**src/rtl/lpd_consts.svh**
```systemverilog
// constants shared by both ends of the pixel link
`ifndef LPD_CONSTS_SVH
`define LPD_CONSTS_SVH

// ==================================================================
// link shape
`define LPD_LANES        3
`define LPD_SLOTS        7
`define LPD_WORD_W       21
`define LPD_COLOR_W      6
`define LPD_LANE_IDX_W   2
`define LPD_SLOT_IDX_W   3
`define LPD_BIT_IDX_W    5

// ==================================================================
// timing at the 10 MHz system clock
`define LPD_CLK_MHZ      10
`define LPD_SLOT_CYC     2
`define LPD_CLK_HI_SLOTS 4
`define LPD_PER_MIN      14
`define LPD_PER_MAX      28
`define LPD_CNT_W        8
`define LPD_ACC_W        12
`define LPD_ACC_STEP     (2 * `LPD_SLOTS)
`define LPD_LOCK_EDGES   4
`define LPD_LOCK_TIME_MS 10
`define LPD_LOCK_CYC     (`LPD_LOCK_TIME_MS * 1000 * `LPD_CLK_MHZ)
`define LPD_PDN_TIME_US  1
`define LPD_PDN_CYC      (`LPD_PDN_TIME_US * `LPD_CLK_MHZ)

`endif

```
**src/rtl/lpd_pkg.sv**
```systemverilog
// types and the shared lane/slot bit map of the pixel link
`include "lpd_consts.svh"

package lpd_pkg;

    // ==================================================================
    // parallel word, bit 0 is red[0]
    typedef struct packed {
        logic                      pixel_valid;
        logic                      frame_sync;
        logic                      line_sync;
        logic [`LPD_COLOR_W-1:0]   blue;
        logic [`LPD_COLOR_W-1:0]   green;
        logic [`LPD_COLOR_W-1:0]   red;
    } lpd_word_t;

    typedef enum logic [1:0] {
        LPD_HUNT   = 2'h0,
        LPD_LOCKED = 2'h1,
        LPD_ASLEEP = 2'h2
    } lpd_rx_state_t;

    // ==================================================================
    // one table for sender and receiver: word bit carried by lane, slot
    function automatic logic [`LPD_BIT_IDX_W-1:0] lpd_bit_pos(
        input logic [`LPD_LANE_IDX_W-1:0] lane,
        input logic [`LPD_SLOT_IDX_W-1:0] slot
    );
        logic [`LPD_BIT_IDX_W-1:0] base;
        base = 5'h00;
        if (lane == 2'h1)
        begin
            base = 5'h07;
        end
        else if (lane == 2'h2)
        begin
            base = 5'h0E;
        end
        return base + {2'h0, slot};
    endfunction : lpd_bit_pos

endpackage : lpd_pkg

```
**src/rtl/lpd_link_if.sv**
```systemverilog
// serial link between serializer and deserializer
`timescale 1ns/10ps
`include "lpd_consts.svh"

interface lpd_link_if;
    logic [`LPD_LANES-1:0] serial_lane;
    logic                  forwarded_clock;

    modport tx (
        output serial_lane,
        output forwarded_clock
    );

    modport rx (
        input  serial_lane,
        input  forwarded_clock
    );
endinterface : lpd_link_if

```
**src/rtl/lpd_rx.sv**
```systemverilog
// deserializer end: recovers 21-bit words from three lanes and a clock
// Contract
// [RULE1] three data lanes plus separate forwarded clock
// [RULE2] drive 21 outputs: 18 colour, three sync
// [RULE3] regenerated clock rising edge marks captures
// [RULE4] power-down low freezes every parallel output
// [RULE5] one whole word per link clock cycle
// [RULE6] lanes carry seven bits per clock
// [RULE7] sender splits each word over three lanes
// [RULE8] sender forwards a clock locked to data
// [RULE9] output clock follows link, bounded period range
// [RULE10] lock within 10 ms, outputs invalid before
// [RULE11] enter holding state within one microsecond
// [RULE12] sample each bit at its slot centre
// [RULE13] seven evenly spaced slots per period
// [RULE14] single shared lane and slot bit table
// [RULE15] after wake wait lock and alignment first
`timescale 1ns/10ps
`include "lpd_consts.svh"

module lpd_rx #(
    parameter int unsigned LOCK_TIMEOUT_CYC = `LPD_LOCK_CYC
) (
    // clock and reset
    input  wire logic          clock,
    input  wire logic          rst_n,
    input  wire logic          clk_en,
    // link
    lpd_link_if.rx             link,
    // panel side
    input  wire logic          sleep_hold_n,
    output lpd_pkg::lpd_word_t parallel_word_out,
    output logic               regenerated_clock_out,
    output logic               pixel_strobe_out,
    // status
    output logic               pll_locked,
    output logic               lock_timeout,
    output logic               asleep
);
    import lpd_pkg::*;

    // ==================================================================
    // pin synchronisers, bit 3 is the forwarded clock
    logic [`LPD_LANES:0] pin_raw;
    logic [`LPD_LANES:0] pin_flt;

    assign pin_raw = {link.forwarded_clock, link.serial_lane}; // RULE1

    genvar g;
    generate
        for (g = 0; g <= `LPD_LANES; g++)
        begin : g_sync
            logic s1_ff;
            logic s2_ff;
            logic s3_ff;
            logic flt_ff;
            always_ff @(posedge clock or negedge rst_n)
            begin
                if (!rst_n)
                begin
                    s1_ff  <= 1'b0;
                    s2_ff  <= 1'b0;
                    s3_ff  <= 1'b0;
                    flt_ff <= 1'b0;
                end
                else if (clk_en)
                begin
                    s1_ff <= pin_raw[g];
                    s2_ff <= s1_ff;
                    s3_ff <= s2_ff;
                    if (s2_ff == s3_ff)
                    begin
                        flt_ff <= s3_ff;
                    end
                end
            end
            assign pin_flt[g] = flt_ff;
        end
    endgenerate

    // ==================================================================
    // link clock edge and period measurement
    logic                       lclk_prev_ff;
    logic                       rise;
    logic [`LPD_CNT_W-1:0]      cnt_ff;
    logic [`LPD_CNT_W-1:0]      per_ff;
    logic                       in_range;
    logic                       match;
    logic [`LPD_SLOT_IDX_W-1:0] lock_cnt_ff;
    lpd_rx_state_t              state_ff;
    lpd_rx_state_t              nxt_state;

    assign rise     = pin_flt[`LPD_LANES] && !lclk_prev_ff;
    assign in_range = (cnt_ff >= 8'(`LPD_PER_MIN)) && (cnt_ff <= 8'(`LPD_PER_MAX)); // RULE9
    assign match    = (cnt_ff <= per_ff + 8'h01) && (cnt_ff + 8'h01 >= per_ff);

    always_ff @(posedge clock or negedge rst_n)
    begin
        if (!rst_n)
        begin
            lclk_prev_ff <= 1'b0;
            cnt_ff       <= 8'h00;
            per_ff       <= 8'h00;
        end
        else if (clk_en)
        begin
            lclk_prev_ff <= pin_flt[`LPD_LANES];
            if (rise)
            begin
                cnt_ff <= 8'h01;
                per_ff <= cnt_ff;
            end
            else if (cnt_ff != 8'hFF)
            begin
                cnt_ff <= cnt_ff + 8'h01;
            end
        end
    end

    // ==================================================================
    // lock tracking: several in-range periods in a row, each within one cycle of the one before
    always_ff @(posedge clock or negedge rst_n)
    begin
        if (!rst_n)
        begin
            lock_cnt_ff <= 3'h0;
        end
        else if (clk_en)
        begin
            if (state_ff == LPD_ASLEEP || !sleep_hold_n)
            begin
                lock_cnt_ff <= 3'h0; // RULE15
            end
            else if (cnt_ff > 8'(`LPD_PER_MAX))
            begin
                lock_cnt_ff <= 3'h0;
            end
            else if (rise)
            begin
                if (!(in_range && match))
                begin
                    lock_cnt_ff <= 3'h0;
                end
                else if (lock_cnt_ff != 3'(`LPD_LOCK_EDGES))
                begin
                    lock_cnt_ff <= lock_cnt_ff + 3'h1; // RULE10
                end
            end
        end
    end

    always_comb
    begin
        nxt_state = state_ff;
        case (state_ff)
            LPD_HUNT:
            begin
                if (!sleep_hold_n)
                begin
                    nxt_state = LPD_ASLEEP;
                end
                else if (lock_cnt_ff == 3'(`LPD_LOCK_EDGES))
                begin
                    nxt_state = LPD_LOCKED;
                end
            end
            LPD_LOCKED:
            begin
                if (!sleep_hold_n)
                begin
                    nxt_state = LPD_ASLEEP; // RULE11
                end
                else if (lock_cnt_ff != 3'(`LPD_LOCK_EDGES))
                begin
                    nxt_state = LPD_HUNT;
                end
            end
            LPD_ASLEEP:
            begin
                if (sleep_hold_n)
                begin
                    nxt_state = LPD_HUNT; // RULE15
                end
            end
            default:
            begin
                nxt_state = LPD_HUNT;
            end
        endcase
    end

    always_ff @(posedge clock or negedge rst_n)
    begin
        if (!rst_n)
        begin
            state_ff <= LPD_HUNT;
        end
        else if (clk_en)
        begin
            state_ff <= nxt_state;
        end
    end

    // ==================================================================
    // slot sampling at slot centres: elapsed*14 >= period*(2k+1)
    logic [`LPD_ACC_W-1:0]      acc_ff;
    logic [`LPD_ACC_W-1:0]      thr_ff;
    logic [`LPD_SLOT_IDX_W-1:0] slot_ff;
    logic                       take;
    logic                       word_ok_ff;
    lpd_word_t                  asm_ff;
    logic                       publish;

    assign take    = !rise && (slot_ff < 3'(`LPD_SLOTS)) && (acc_ff >= thr_ff);
    assign publish = take && (slot_ff == 3'(`LPD_SLOTS - 1)) && word_ok_ff
                     && (state_ff == LPD_LOCKED) && sleep_hold_n; // RULE4 RULE10 RULE15

    always_ff @(posedge clock or negedge rst_n)
    begin
        if (!rst_n)
        begin
            acc_ff     <= '0;
            thr_ff     <= '0;
            slot_ff    <= 3'(`LPD_SLOTS);
            word_ok_ff <= 1'b0;
        end
        else if (clk_en)
        begin
            if (rise)
            begin
                // the seen rise is already one cycle old, so start one step in
                acc_ff     <= `LPD_ACC_W'(`LPD_ACC_STEP); // RULE12
                thr_ff     <= `LPD_ACC_W'(cnt_ff); // RULE12
                slot_ff    <= 3'h0;
                word_ok_ff <= (state_ff == LPD_LOCKED); // RULE15
            end
            else if (slot_ff < 3'(`LPD_SLOTS))
            begin
                acc_ff <= acc_ff + `LPD_ACC_W'(`LPD_ACC_STEP);
                if (take)
                begin
                    thr_ff  <= thr_ff + (`LPD_ACC_W'(per_ff) << 1); // RULE13
                    slot_ff <= slot_ff + 3'h1;
                end
            end
        end
    end

    always_ff @(posedge clock or negedge rst_n)
    begin
        if (!rst_n)
        begin
            asm_ff <= '0;
        end
        else if (clk_en && take)
        begin
            for (int l = 0; l < `LPD_LANES; l++)
            begin
                asm_ff[lpd_bit_pos(2'(l), slot_ff)] <= pin_flt[l]; // RULE14 RULE6
            end
        end
    end

    // ==================================================================
    // output word and regenerated clock, frozen while asleep
    lpd_word_t             out_ff;
    logic                  rclk_ff;
    logic                  strobe_ff;
    logic [`LPD_CNT_W-1:0] half_ff;
    lpd_word_t             last_word;

    always_comb
    begin
        last_word = asm_ff;
        for (int l = 0; l < `LPD_LANES; l++)
        begin
            last_word[lpd_bit_pos(2'(l), slot_ff)] = pin_flt[l];
        end
    end

    always_ff @(posedge clock or negedge rst_n)
    begin
        if (!rst_n)
        begin
            out_ff    <= '0;
            rclk_ff   <= 1'b1;
            strobe_ff <= 1'b0;
            half_ff   <= 8'h00;
        end
        else if (clk_en)
        begin
            strobe_ff <= 1'b0;
            if (publish)
            begin
                out_ff  <= last_word; // RULE5 RULE2
                rclk_ff <= 1'b0;
                half_ff <= per_ff >> 1; // RULE9
            end
            // no strobe once lock is lost or power-down is requested
            else if (!rclk_ff && state_ff == LPD_LOCKED && sleep_hold_n) // RULE3 RULE4
            begin
                if (half_ff <= 8'h01)
                begin
                    rclk_ff   <= 1'b1; // RULE3
                    strobe_ff <= 1'b1;
                end
                else
                begin
                    half_ff <= half_ff - 8'h01;
                end
            end
        end
    end

    // ==================================================================
    // lock watchdog
    logic [31:0] tmo_ff;

    always_ff @(posedge clock or negedge rst_n)
    begin
        if (!rst_n)
        begin
            tmo_ff <= 32'h0;
        end
        else if (clk_en)
        begin
            if (state_ff != LPD_HUNT)
            begin
                tmo_ff <= 32'h0;
            end
            else if (tmo_ff < LOCK_TIMEOUT_CYC)
            begin
                tmo_ff <= tmo_ff + 32'h1; // RULE10
            end
        end
    end

    assign parallel_word_out     = out_ff;
    assign regenerated_clock_out = rclk_ff;
    assign pixel_strobe_out      = strobe_ff;
    assign pll_locked            = (state_ff == LPD_LOCKED);
    assign lock_timeout          = (tmo_ff >= LOCK_TIMEOUT_CYC);
    assign asleep                = (state_ff == LPD_ASLEEP);

endmodule : lpd_rx

```
**src/flat_wrapper.sv**
```systemverilog
// flat-port wrapper written by rule: the top's interface ports become plain ports
module lpd_rx_flat import lpd_pkg::*;
#(
    parameter int unsigned LOCK_TIMEOUT_CYC = `LPD_LOCK_CYC
)
  (clock, rst_n, clk_en, sleep_hold_n, parallel_word_out, regenerated_clock_out, pixel_strobe_out, pll_locked, lock_timeout, asleep, link_serial_lane, link_forwarded_clock);
  lpd_link_if link_i ();
  input  wire logic clock;
  input  wire logic rst_n;
  input  wire logic clk_en;
  input  wire logic sleep_hold_n;
  output lpd_pkg::lpd_word_t parallel_word_out;
  output logic regenerated_clock_out;
  output logic pixel_strobe_out;
  output logic pll_locked;
  output logic lock_timeout;
  output logic asleep;
  input wire logic [$bits(link_i.serial_lane)-1:0] link_serial_lane;
  input wire logic [$bits(link_i.forwarded_clock)-1:0] link_forwarded_clock;
  assign link_i.serial_lane = link_serial_lane;
  assign link_i.forwarded_clock = link_forwarded_clock;
  lpd_rx #(.LOCK_TIMEOUT_CYC(LOCK_TIMEOUT_CYC)) u_core (.clock(clock), .rst_n(rst_n), .clk_en(clk_en), .link(link_i), .sleep_hold_n(sleep_hold_n), .parallel_word_out(parallel_word_out), .regenerated_clock_out(regenerated_clock_out), .pixel_strobe_out(pixel_strobe_out), .pll_locked(pll_locked), .lock_timeout(lock_timeout), .asleep(asleep));
endmodule
```
**config.mk**
```make
export PLATFORM = sky130hd
export DESIGN_NAME = lpd_rx_flat
export DESIGN_NICKNAME = d
export VERILOG_FILES = /design/src/rtl/lpd_pkg.sv /design/src/rtl/lpd_link_if.sv /design/src/rtl/lpd_rx.sv /design/src/flat_wrapper.sv
export VERILOG_INCLUDE_DIRS = /design/src /design/src/rtl
export SDC_FILE = /design/constraint.sdc
export NUM_CORES = 1
export LEC_CHECK = 0
export ABC_CLOCK_PERIOD_IN_PS = 6380
export BUFFER_PORTS_ARGS = -buffer_cell sky130_fd_sc_hd__buf_2
export CAP_MARGIN = 25
export CORE_ASPECT_RATIO = 0.9
export CORE_UTILIZATION = 40
export CTS_CLUSTER_SIZE = 30
export DETAILED_ROUTE_END_ITERATION = 10
export PLACE_DENSITY = 0.67
export SLEW_MARGIN = 20
export SYNTH_ARGS = -nofsm -noshare
export SYNTH_HDL_FRONTEND = slang
export SYNTH_SLANG_ARGS = --single-unit
export TNS_END_PERCENT = 30
```
**constraint.sdc**
```tcl
create_clock -name clock -period 6.38 [get_ports clock]
set_clock_uncertainty 0.15 [all_clocks]
set_input_delay 0.638 -clock clock [delete_from_list [all_inputs] [get_ports clock]]
set_output_delay 0.638 -clock clock [all_outputs]
set_load 0.05 [all_outputs]
```
==> impl_summary.txt, run 1 <==
----------------------------------------------------
[Floorplanning]
  Std-Cell Core Area ... 20700 sq um
  Num rows ... 50
  Initial standard-cell utilization of the core ... around two fifths
  Number of ports placed on the die boundary ... 34
  Width of the die ... roughly 160 microns
  Die outline area ... 21700 sq um
  Y dimension of the die ... ~140 microns

[Critical path]
  Startpoint of the most critical register-to-register path ... u_core.cnt_ff[2]$_DFFE_PN0P_
  Worst setup path category ... register to register
  Critical-path cell list ... and3_1 -> and3_1 -> nand3_1 -> xnor2_1 -> ha_1 -> and3_1 -> nand3_1 -> o31ai_1 -> o21ai_0 -> or3_1 -> a21oi_1 -> mux2_2
  Arr. time, crit path ... between 3 and 4 ns
  Launch point of the critical path ... u_core.cnt_ff[2]$_DFFE_PN0P_
  Highest-delay cell along the critical path ... sky130_fd_sc_hd__dfrtp_1
  Startpoint types ... register
  Data required time of the critical path ... 6.54 ns
  Peak per-stage delay on the critical path ... between 0.5 and 0.6 ns
  Cell type group with the largest total delay on the critical path ... simple AND/OR/NAND/NOR gates
  Endpoint kind of the worst setup timing path ... register
  Buffers plus inverters on the worst setup path ... 0
  Most frequent cell on the critical path ... sky130_fd_sc_hd__and3_1
  Worst-path maximum fanout ... 11

[Pwr]
  Share of total power in sequential cells ... 36.8%
  Combinational share of power ... 35.3%
  Power after layout ... between 3000 and 4000 uW
  Internal Pwr Total ... 2260 uW
  Proportion of total power due to net switching ... roughly 37%
  Clk pwr share ... roughly 28%
  Highest ir drop seen on vdd ... roughly 210 uV
  Psw ... between 1000 and 1500 uW
  Power density over cell area ... around 380 nW/um^2
  Leak ... between 0.004 and 0.005 uW

[Placed design]
  PortBufs ... 33
  HPWL after detailed placement ... ~12000 microns
  Final Wtd Congestion ... 0.842

[Yosys]
  Synthesized area per cell ... around 9.6 sq um
  Register area share after synthesis ... between 40% and 50%
  Count of flip-flops with a built-in enable after synthesis ... 0
  Share of async-settable or async-resettable flops after synthesis ... 100%
  Count of different cell masters after synthesis ... 64
  Mapped Nets ... roughly 940
  Cell count after synthesis ... about 880
  Cell area after synthesis ... ~8400 sq um
  Number of warning messages in the yosys log ... 0
  Synthesized flop and latch total ... between 100 and 150
  Top_reg_cell synth ... sky130_fd_sc_hd__dfrtp_1

[Clocking]
  Worst-skew pair later-pin latency ... about 0.43 ns
  Maximum number of buffers from clock root to sink ... 2
  Number of clock buffers inserted by TritonCTS ... 17
  Post-cts hold buffer count ... 0
  Buffers inserted during post-CTS setup optimization ... 0
  Clock edge transition at the registers on the reported setup and hold paths ... ~0.060 ns
  CTS tree ... yes
  Count of cells resized by post-cts repair ... 0
  Number of H-tree levels ... 4
  Clk sinks ... around 150
  CTS Root Cell ... sky130_fd_sc_hd__clkbuf_16

[GRT]
  Number of antenna violations at the first check in global routing ... 1
  Gr ovfl total ... 0
  Number of global-route vias before repair ... slightly below 6000
  First-pass GRT wire length ... around 30000 microns
  Total global routing track utilization ... 16.9%
  Pin count of the biggest net entering global routing ... between 80 and 90

[STA]
  Rel. slew slack ... between 30% and 40%
  Final worst hold slack ... between 0.1 and 0.15 ns
  Final setup vio count ... 0
  Post-layout min period ... about 3.6 ns
  Final Hold Fails ... 0
  Number of max-slew violations in the final report ... 0
  Setup repair after global routing missed its margin ... no
  Final clock period utilization by the worst path ... between 50% and 60%
  Sum of negative setup slack ... 0 ns
  Worst Tran Pin Value ... around 1.0 ns
  Max Clock Freq ... around 0.28 GHz

[Detailed routing]
  Total number of vias ... around 6200
  DRC errors left ... 0
  Number of iterations in the first detailed-routing pass ... 4
  Overall routed net length ... between 15000 and 20000 microns
  Post-detailed-route wirelength per cell ... roughly 14 microns
  Routed Antenna Nets ... 0
  Violation count after the first detailed-route iteration ... around 430
  Vias per cell ... 5.20

[Layout]
  Final core utilization ... 45.6%
  ANT cells ... 0
  Synth-to-Final Area Change ... 12.1%
  Post-layout nets ... between 900 and 1000
  Filler cells ... roughly 2000
  Share of final-layout standard cells stronger than drive strength 1 ... between 10% and 20%

[Min path]
  Type of the most critical hold path ... input port to asynchronous set/reset pin

[Job]
  Max-cap violations ... 0

[Run status]
  Outcome ... finished clean

----------------------------------------------------
-- per-layer routing --
layer	routed length [microns]	up-vias	track usage, %
met1	8940	2993	24.7
met2	7410	105	24.7
met5	13	-	0
li1	-	3086	-
met4	196	2	5.37
met3	603	17	3.67
-- logic make-up (layout without fill, tap and decap cells) --
family | after synthesis | count (layout) | share of synthesized area [%]
compound gates | 166 | 166 | 12.2
xor+xnor | 38 | 38 | 3.95
fa+ha+maj | 55 | 55 | 8.25
buf+inv | 92 | 123 | 4.48
flops | 149 | 149 | 44.3
mux | 75 | 75 | 9.66
simple gates | 300 | 300 | 17.2
-- path summary, 6_finish.rpt --
kind,to,slack (ns),depth (start not counted)
setup / recovery,u_core.lock_cnt_ff[1]$_DFFE_PN0P_,2.83,12
hold / removal,u_core.tmo_ff[9]$_DFFE_PN0P_,0.13,1
setup reg to reg,u_core.lock_cnt_ff[1]$_DFFE_PN0P_,2.83,12
hold reg to reg,u_core.parallel_word_out[16]$_DFFE_PN0P_,0.32,2
max in group asynchronous,u_core.thr_ff[8]$_DFFE_PN0P_,4.65,2
min in group clock,u_core.g_sync[2].s1_ff$_DFFE_PN0P_,0.29,2
-- cell usage after synthesis, types with 4 or more instances --
cell,instances,area [sq um]
sky130_fd_sc_hd__o21a_1,5,37.5
sky130_fd_sc_hd__and3_1,13,81.3
sky130_fd_sc_hd__a31oi_1,10,62.6
sky130_fd_sc_hd__inv_1,51,191
sky130_fd_sc_hd__a21o_1,8,60.1
sky130_fd_sc_hd__clkbuf_1,27,101
sky130_fd_sc_hd__or2_2,4,25.0
sky130_fd_sc_hd__xnor2_1,18,158
sky130_fd_sc_hd__nand3_1,34,170
sky130_fd_sc_hd__a21oi_1,38,190
sky130_fd_sc_hd__o31ai_1,4,30.0
sky130_fd_sc_hd__nor2_1,62,233
sky130_fd_sc_hd__nand4_1,13,81.3
sky130_fd_sc_hd__nand2_1,107,402
sky130_fd_sc_hd__o21ai_1,8,40.0
sky130_fd_sc_hd__xor2_1,20,175
sky130_fd_sc_hd__nor2b_1,7,43.8
sky130_fd_sc_hd__a31o_2,4,35.0
sky130_fd_sc_hd__mux2_2,41,462
sky130_fd_sc_hd__dfstp_2,4,105
sky130_fd_sc_hd__buf_2,5,25.0
sky130_fd_sc_hd__nor4_1,7,43.8
sky130_fd_sc_hd__and2_1,19,119
sky130_fd_sc_hd__or3_1,7,43.8
sky130_fd_sc_hd__o21ai_0,59,295
sky130_fd_sc_hd__ha_1,54,676
sky130_fd_sc_hd__dfrtp_1,145,3630
sky130_fd_sc_hd__mux2i_1,24,240
sky130_fd_sc_hd__mux2_1,10,113
sky130_fd_sc_hd__nor3_1,11,55.1
sky130_fd_sc_hd__a21boi_0,4,30.0
sky130_fd_sc_hd__nand2b_1,7,43.8
-- through the flow --
stage,instances,setup WS (ns),instance area (sq um)
floorplan,875,3.16,8430
global placement,1158,2.52,8820
detailed placement,1158,2.44,8820
CTS,1190,2.43,9410
global route,1192,2.63,9450
finish,1192,2.83,9450
-- cells in the final DEF, fill, tap and decap left out, drive strengths merged, types with 5 or more instances in the layout --
master,netlist,layout
dfrtp,145,145
nand2,107,107
o21ai,67,67
nor2,62,62
ha,54,54
inv,52,54
mux2,51,51
a21oi,39,39
buf,13,39
nand3,34,34
mux2i,24,24
clkbuf,27,22
xor2,20,20
and2,19,19
xnor2,18,18
nand4,14,14
and3,13,13
nor3,11,11
a31oi,11,11
a21o,8,8
nand2b,8,8
nor4,7,7
nor2b,7,7
or3,7,7
o21a,5,5
a22oi,5,5
-- layout make-up --
| cell class | instances | area [sq um] | area share, % |
|---|---|---|---|
| Sequential cell | 149 | 3730 | 39.5 |
| Multi-Input combinational cell | 634 | 4330 | 45.9 |
| Timing Repair Buffer | 39 | 236 | 2.50 |
| Clock inverter | 10 | 120 | 1.27 |
| Inverter | 52 | 195 | 2.07 |
| Clock buffer | 22 | 474 | 5.02 |
| Tap cell | 286 | 358 | 3.79 |
-- flip-flops by register name, indices dropped and copies added (netlist names) --
name / flops
u_core.acc_ff: 11
u_core.asm_ff: 21
u_core.cnt_ff: 8
u_core.g_sync.flt_ff: 4
u_core.g_sync.s1_ff: 4
u_core.g_sync.s2_ff: 4
u_core.g_sync.s3_ff: 4
u_core.half_ff: 8
u_core.lclk_prev_ff: 1
u_core.lock_cnt_ff: 3
u_core.parallel_word_out: 21
u_core.per_ff: 8
u_core.pixel_strobe_out: 1
u_core.regenerated_clock_out: 1
u_core.slot_ff: 3
u_core.state_ff: 2
u_core.thr_ff: 12
u_core.tmo_ff: 32
u_core.word_ok_ff: 1
-- power by group through the flow --
stage	sequential (uW)	clock [uW]	combinational [uW]
floorplan	1230	0	1030
finish	1320	1000	1260
global placement	1320	0	1210
CTS	1310	1030	1250
detailed placement	1330	0	1240
global route	1340	1070	1440
(Power assumes the default switching activity.)
==> run 2, diff against run 1 <==
--- a/config.mk
+++ b/config.mk
@@ -6,14 +6,15 @@
 export SDC_FILE = /design/constraint.sdc
 export NUM_CORES = 1
 export LEC_CHECK = 0
-export ABC_CLOCK_PERIOD_IN_PS = 6380
+export ABC_AREA = 1
+export ABC_CLOCK_PERIOD_IN_PS = 3100
 export BUFFER_PORTS_ARGS = -buffer_cell sky130_fd_sc_hd__buf_2
 export CAP_MARGIN = 25
 export CORE_ASPECT_RATIO = 0.9
 export CORE_UTILIZATION = 40
 export CTS_CLUSTER_SIZE = 30
 export DETAILED_ROUTE_END_ITERATION = 10
-export PLACE_DENSITY = 0.67
+export PLACE_DENSITY = 0.69
 export SLEW_MARGIN = 20
 export SYNTH_ARGS = -nofsm -noshare
 export SYNTH_HDL_FRONTEND = slang
==> constraint.sdc (replaced) <==
create_clock -name clock -period 3.1 [get_ports clock]
set_clock_uncertainty 0.15 [all_clocks]
set_input_delay 0.31 -clock clock [delete_from_list [all_inputs] [get_ports clock]]
set_output_delay 0.31 -clock clock [all_outputs]
set_load 0.05 [all_outputs]
==> impl_summary.txt, run 2 <==
----------------------------------------------------
[Run status]
  Outcome ... finished clean (unchanged)

[Min path]
  Type of the most critical hold path ... input port to register (was input port to asynchronous set/reset pin)
  End point of the worst hold path ... u_core.state_ff[0]$_DFFE_PN0P_
  Count of cells along the worst hold path ... 3
  Hold Crit Start ... sleep_hold_n

[Clocking]
  CTS tree ... yes (unchanged)
  Number of H-tree levels ... 4 (unchanged)
  Worst-skew pair later-pin latency ... 0.43 ns (about the same)
  Maximum number of buffers from clock root to sink ... 2 (unchanged)
  Number of clock buffers inserted by TritonCTS ... 17 (unchanged)
  Count of cells resized by post-cts repair ... 0 (unchanged)
  Clock edge transition at the registers on the reported setup and hold paths ... 0.07 ns (was 0.06 ns)
  CTS Root Cell ... sky130_fd_sc_hd__clkbuf_16 (unchanged)
  Clk sinks ... 149 (unchanged)

[STA]
  Worst Tran Pin Value ... 0.743 ns (was 1.02 ns)
  Final clock period utilization by the worst path ... 89.7% (was 55.7%)
  Max Clock Freq ... 0.360 GHz (was 0.281 GHz)
  Final setup vio count ... 0 (unchanged)
  Number of max-slew violations in the final report ... 0 (unchanged)
  Final Hold Fails ... 0 (unchanged)
  Sum of negative setup slack ... 0 ns (unchanged)
  Setup repair after global routing missed its margin ... no (unchanged)
  Post-layout min period ... 2.78 ns (was 3.55 ns)
  Rel. slew slack ... 50.4% (was 31.7%)

[Detailed routing]
  Routed Antenna Nets ... 0 (unchanged)
  Violation count after the first detailed-route iteration ... 506 (was 433)
  Total number of vias ... 7580 (was 6203)
  Vias per cell ... 5.01 (was 5.20)
  Number of iterations in the first detailed-routing pass ... 5 (was 4)
  DRC errors left ... 0 (unchanged)
  Post-detailed-route wirelength per cell ... 13.3 microns (was 14.4 microns)
  Overall routed net length ... 20100 microns (was 17200 microns)

[Floorplanning]
  Width of the die ... 158 microns (was 155 microns)
  Y dimension of the die ... 142 microns (was 140 microns)
  Num rows ... 51 (was 50)
  Initial standard-cell utilization of the core ... 40.7% (about the same)
  Number of ports placed on the die boundary ... 34 (unchanged)
  Std-Cell Core Area ... 21600 sq um (was 20700 sq um)
  Die outline area ... 22500 sq um (was 21700 sq um)

[GRT]
  Gr ovfl total ... 0 (unchanged)
  Met2 Track Usage GR ... 28.8% (was 24.7%)
  First-pass GRT wire length ... 34200 microns (was 29300 microns)
  Total global routing track utilization ... 19.1% (was 16.9%)
  Grt peak-use layer ... met2 (unchanged)
  Number of global-route vias before repair ... 7015 (was 5881)
  Met1 demand-to-capacity share in global routing ... 28.0% (was 24.7%)
  Pin count of the biggest net entering global routing ... 78 (was 87)
  Number of antenna violations at the first check in global routing ... 0 (was 1)
  Global-route met3 utilization ... 2.89% (was 3.67%)

[Critical path]
  Startpoint types ... register (unchanged)
  Highest-delay cell along the critical path ... sky130_fd_sc_hd__dfrtp_1 (unchanged)
  Data required time of the critical path ... 3.27 ns (was 6.54 ns)
  Buffers plus inverters on the worst setup path ... 2 (was 0)
  R2r endpoint ... u_core.lock_cnt_ff[2]$_DFFE_PN0P_ (was u_core.lock_cnt_ff[1]$_DFFE_PN0P_)
  Peak per-stage delay on the critical path ... 0.46 ns (was 0.59 ns)
  Number of cell instances on the worst register-to-register path ... 17 (was 12)
  Critical-path cell list ... nand2_1 -> inv_1 -> nand2_1 -> nor3_1 -> nand2_1 -> xor2_1 -> inv_1 -> ha_1 -> nand2_1 -> nor2_1 -> nand4_1 -> nand3_1 -> nand4_1 -> nand2_1 -> nand2_1 -> nand2_1 -> nand2_1 (was and3_1 -> and3_1 -> nand3_1 -> xnor2_1 -> ha_1 -> and3_1 -> nand3_1 -> o31ai_1 -> o21ai_0 -> or3_1 -> a21oi_1 -> mux2_2)
  Worst setup path category ... register to register (unchanged)
  Launch point of the critical path ... u_core.cnt_ff[2]$_DFFE_PN0P_ (unchanged)
  Endpoint kind of the worst setup timing path ... register (unchanged)
  Startpoint of the most critical register-to-register path ... u_core.cnt_ff[2]$_DFFE_PN0P_ (unchanged)
  Most frequent cell on the critical path ... sky130_fd_sc_hd__nand2_1 (was sky130_fd_sc_hd__and3_1)
  Cell type group with the largest total delay on the critical path ... simple AND/OR/NAND/NOR gates (unchanged)
  Worst-path maximum fanout ... 6 (was 11)
  Arr. time, crit path ... 2.95 ns (was 3.71 ns)
  Reg-to-reg slack, setup ... 0.32 ns (was 2.83 ns)

[Yosys]
  Synthesized area per cell ... 7.52 sq um (was 9.64 sq um)
  Top_reg_cell synth ... sky130_fd_sc_hd__dfrtp_1 (unchanged)
  Number of warning messages in the yosys log ... 0 (unchanged)
  Cell types with the largest area share after synthesis ... sky130_fd_sc_hd__dfrtp_1 (41%), sky130_fd_sc_hd__nand2_1 (17%), sky130_fd_sc_hd__ha_1 (7.7%), sky130_fd_sc_hd__inv_1 (5.4%), sky130_fd_sc_hd__o21ai_0 (5.3%) (was sky130_fd_sc_hd__dfrtp_1 (43%), sky130_fd_sc_hd__ha_1 (8.0%), sky130_fd_sc_hd__mux2_2 (5.5%), sky130_fd_sc_hd__nand2_1 (4.8%), sky130_fd_sc_hd__o21ai_0 (3.5%))
  Cell with the most instances after synthesis ... sky130_fd_sc_hd__nand2_1 (was sky130_fd_sc_hd__dfrtp_1)
  Post-synth top area cell ... sky130_fd_sc_hd__dfrtp_1 (unchanged)
  Cell count after synthesis ... 1166 (was 875)
  Mapped Nets ... 1229 (was 938)
  Count of different cell masters after synthesis ... 44 (was 64)
  Cell area after synthesis ... 8770 sq um (was 8430 sq um)
  Count of flip-flops with a built-in enable after synthesis ... 0 (unchanged)
  Register area share after synthesis ... 42.6% (was 44.3%)
  Share of async-settable or async-resettable flops after synthesis ... 100% (unchanged)
  Top cell types by occurrence after synthesis ... sky130_fd_sc_hd__nand2_1 (390), sky130_fd_sc_hd__dfrtp_1 (145), sky130_fd_sc_hd__inv_1 (127) (was sky130_fd_sc_hd__dfrtp_1 (145), sky130_fd_sc_hd__nand2_1 (107), sky130_fd_sc_hd__nor2_1 (62))
  Share of Yosys cell area claimed by the top area cell type ... 41.4% (was 43.0%)
  Synthesized flop and latch total ... 149 (unchanged)

[Layout]
  Most frequent cells in the layout ... sky130_fd_sc_hd__nand2_1 (390), sky130_fd_sc_hd__dfrtp_1 (145), sky130_fd_sc_hd__inv_1 (127) (was sky130_fd_sc_hd__dfrtp_1 (145), sky130_fd_sc_hd__nand2_1 (106), sky130_fd_sc_hd__nor2_1 (61))
  Share of final-layout standard cells stronger than drive strength 1 ... 8.84% (was 15.0%)
  Largest register by flop count ... u_core.tmo_ff (unchanged)
  Number of flip-flops under the largest register name ... 32 (unchanged)
  Post-layout nets ... 1272 (was 956)
  Synth-to-Final Area Change ... 13.3% (was 12.1%)
  Commonest non-fill, non-tap cell in the layout ... sky130_fd_sc_hd__nand2_1 (was sky130_fd_sc_hd__dfrtp_1)
  ANT cells ... 0 (unchanged)

[Pwr]
  Power density over cell area ... 867 nW/um^2 (was 379 nW/um^2)
  Highest ir drop seen on vdd ... 443 uV (was 211 uV)
  Share of total power in sequential cells ... 32.7% (was 36.8%)
  Psw ... 3810 uW (was 1320 uW)
  Internal Pwr Total ... 4800 uW (was 2260 uW)
  Leak ... 0.00506 uW (was 0.00453 uW)
  Clk pwr share ... 23.7% (was 28.0%)
  Power after layout ... 8610 uW (was 3580 uW)
  Combinational share of power ... 43.6% (was 35.3%)
  Proportion of total power due to net switching ... 44.3% (was 36.8%)

[Placed design]
  Final Wtd Congestion ... 0.868 (was 0.842)
  PortBufs ... 33 (unchanged)
  HPWL after detailed placement ... 14400 microns (was 11900 microns)

[Job]
  Max-cap violations ... 0 (unchanged)

----------------------------------------------------
run 2: cell count changes in the layout (fill, tap and decap cells not counted), moves of 13 or more:
cell,change
sky130_fd_sc_hd__and2_1,-18
sky130_fd_sc_hd__nand2_1,+284
sky130_fd_sc_hd__nand3_1,+23
sky130_fd_sc_hd__nor2_1,+31
sky130_fd_sc_hd__o21ai_0,+33
sky130_fd_sc_hd__inv_1,+76
sky130_fd_sc_hd__mux2i_1,-24
sky130_fd_sc_hd__and3_1,-13
sky130_fd_sc_hd__mux2_2,-41
run 2: how the worst max path moves through the flow:
stage / cells after the start / endpoint
detailed placement: 17 / u_core.lock_cnt_ff[2]$_DFFE_PN0P_
global route: 17 / u_core.lock_cnt_ff[1]$_DFFE_PN0P_
CTS: 17 / u_core.lock_cnt_ff[0]$_DFFE_PN0P_
floorplan: 17 / u_core.lock_cnt_ff[0]$_DFFE_PN0P_
finish: 17 / u_core.lock_cnt_ff[2]$_DFFE_PN0P_
global placement: 17 / u_core.lock_cnt_ff[0]$_DFFE_PN0P_
run 2: layout make-up:
class,count,area (sq um)
timing repair buffer,54,367
clock buffer,18,439
clock inverter,14,141
tap,291,364
multi-input combinational,854,4390
sequential,149,3730
inverter,133,500
fill,2207,11600
run 2: logic make-up (layout without fill, tap and decap cells):
kind of cell / count (synthesis) / in the layout / synth area share [%]
and+or+nand+nor: 602 / 602 / 28.8
xor gates and xnor gates: 30 / 30 / 3.00
adders and majority gates: 55 / 55 / 7.93
AOI/OAI and AO/OA: 167 / 167 / 10.4
buffers and inverters: 163 / 219 / 7.36
DFF: 149 / 149 / 42.6
run 2: routing by layer:
layer / vias up / routed length (microns) / share of wire [%]
met2: 164 / 8980 / 45
met5: - / 0 / 0
met3: 20 / 841 / 4.2
met4: 0 / 221 / 1.1
met1: 3546 / 10100 / 50
li1: 3850 / - / -
run 2: what timing repair did:
action                                  in CTS  in global routing
hold buffers                                 5                  0
endpoints found under the setup margin       0                  0
hold endpoints to repair                    75                  0
setup buffers                                0                  0
run 2: power groups by stage:
stage	logic, uW	clock network, uW	registers (uW)
4_1_cts	3740	2090	2810
3_3_place_gp	3630	0	2820
2_1_floorplan	2840	0	2730
5_1_grt	4300	2170	2870
3_5_place_dp	3720	0	2830
6_report	3750	2040	2820
run 2: metrics by stage:
step,cell area (sq um),instances,setup WS (ns),hold WS (ns),util (%)
6_report,9940,1513,0.321,0.0495,46.1
5_1_grt,9940,1513,0.0159,0.0953,46.1
4_1_cts,9940,1513,0.356,0.0411,46.1
3_5_place_dp,9310,1476,0.365,0.259,43.1
3_3_place_gp,9310,1476,0.513,0.261,43.1
2_1_floorplan,8770,1166,0.739,-0.136,-
run 2: worst min-delay path, cell delays in order:
cell	delay (ns)
sky130_fd_sc_hd__buf_2	0.11
sky130_fd_sc_hd__nand2_1	0.07
sky130_fd_sc_hd__o21ai_0	0.09
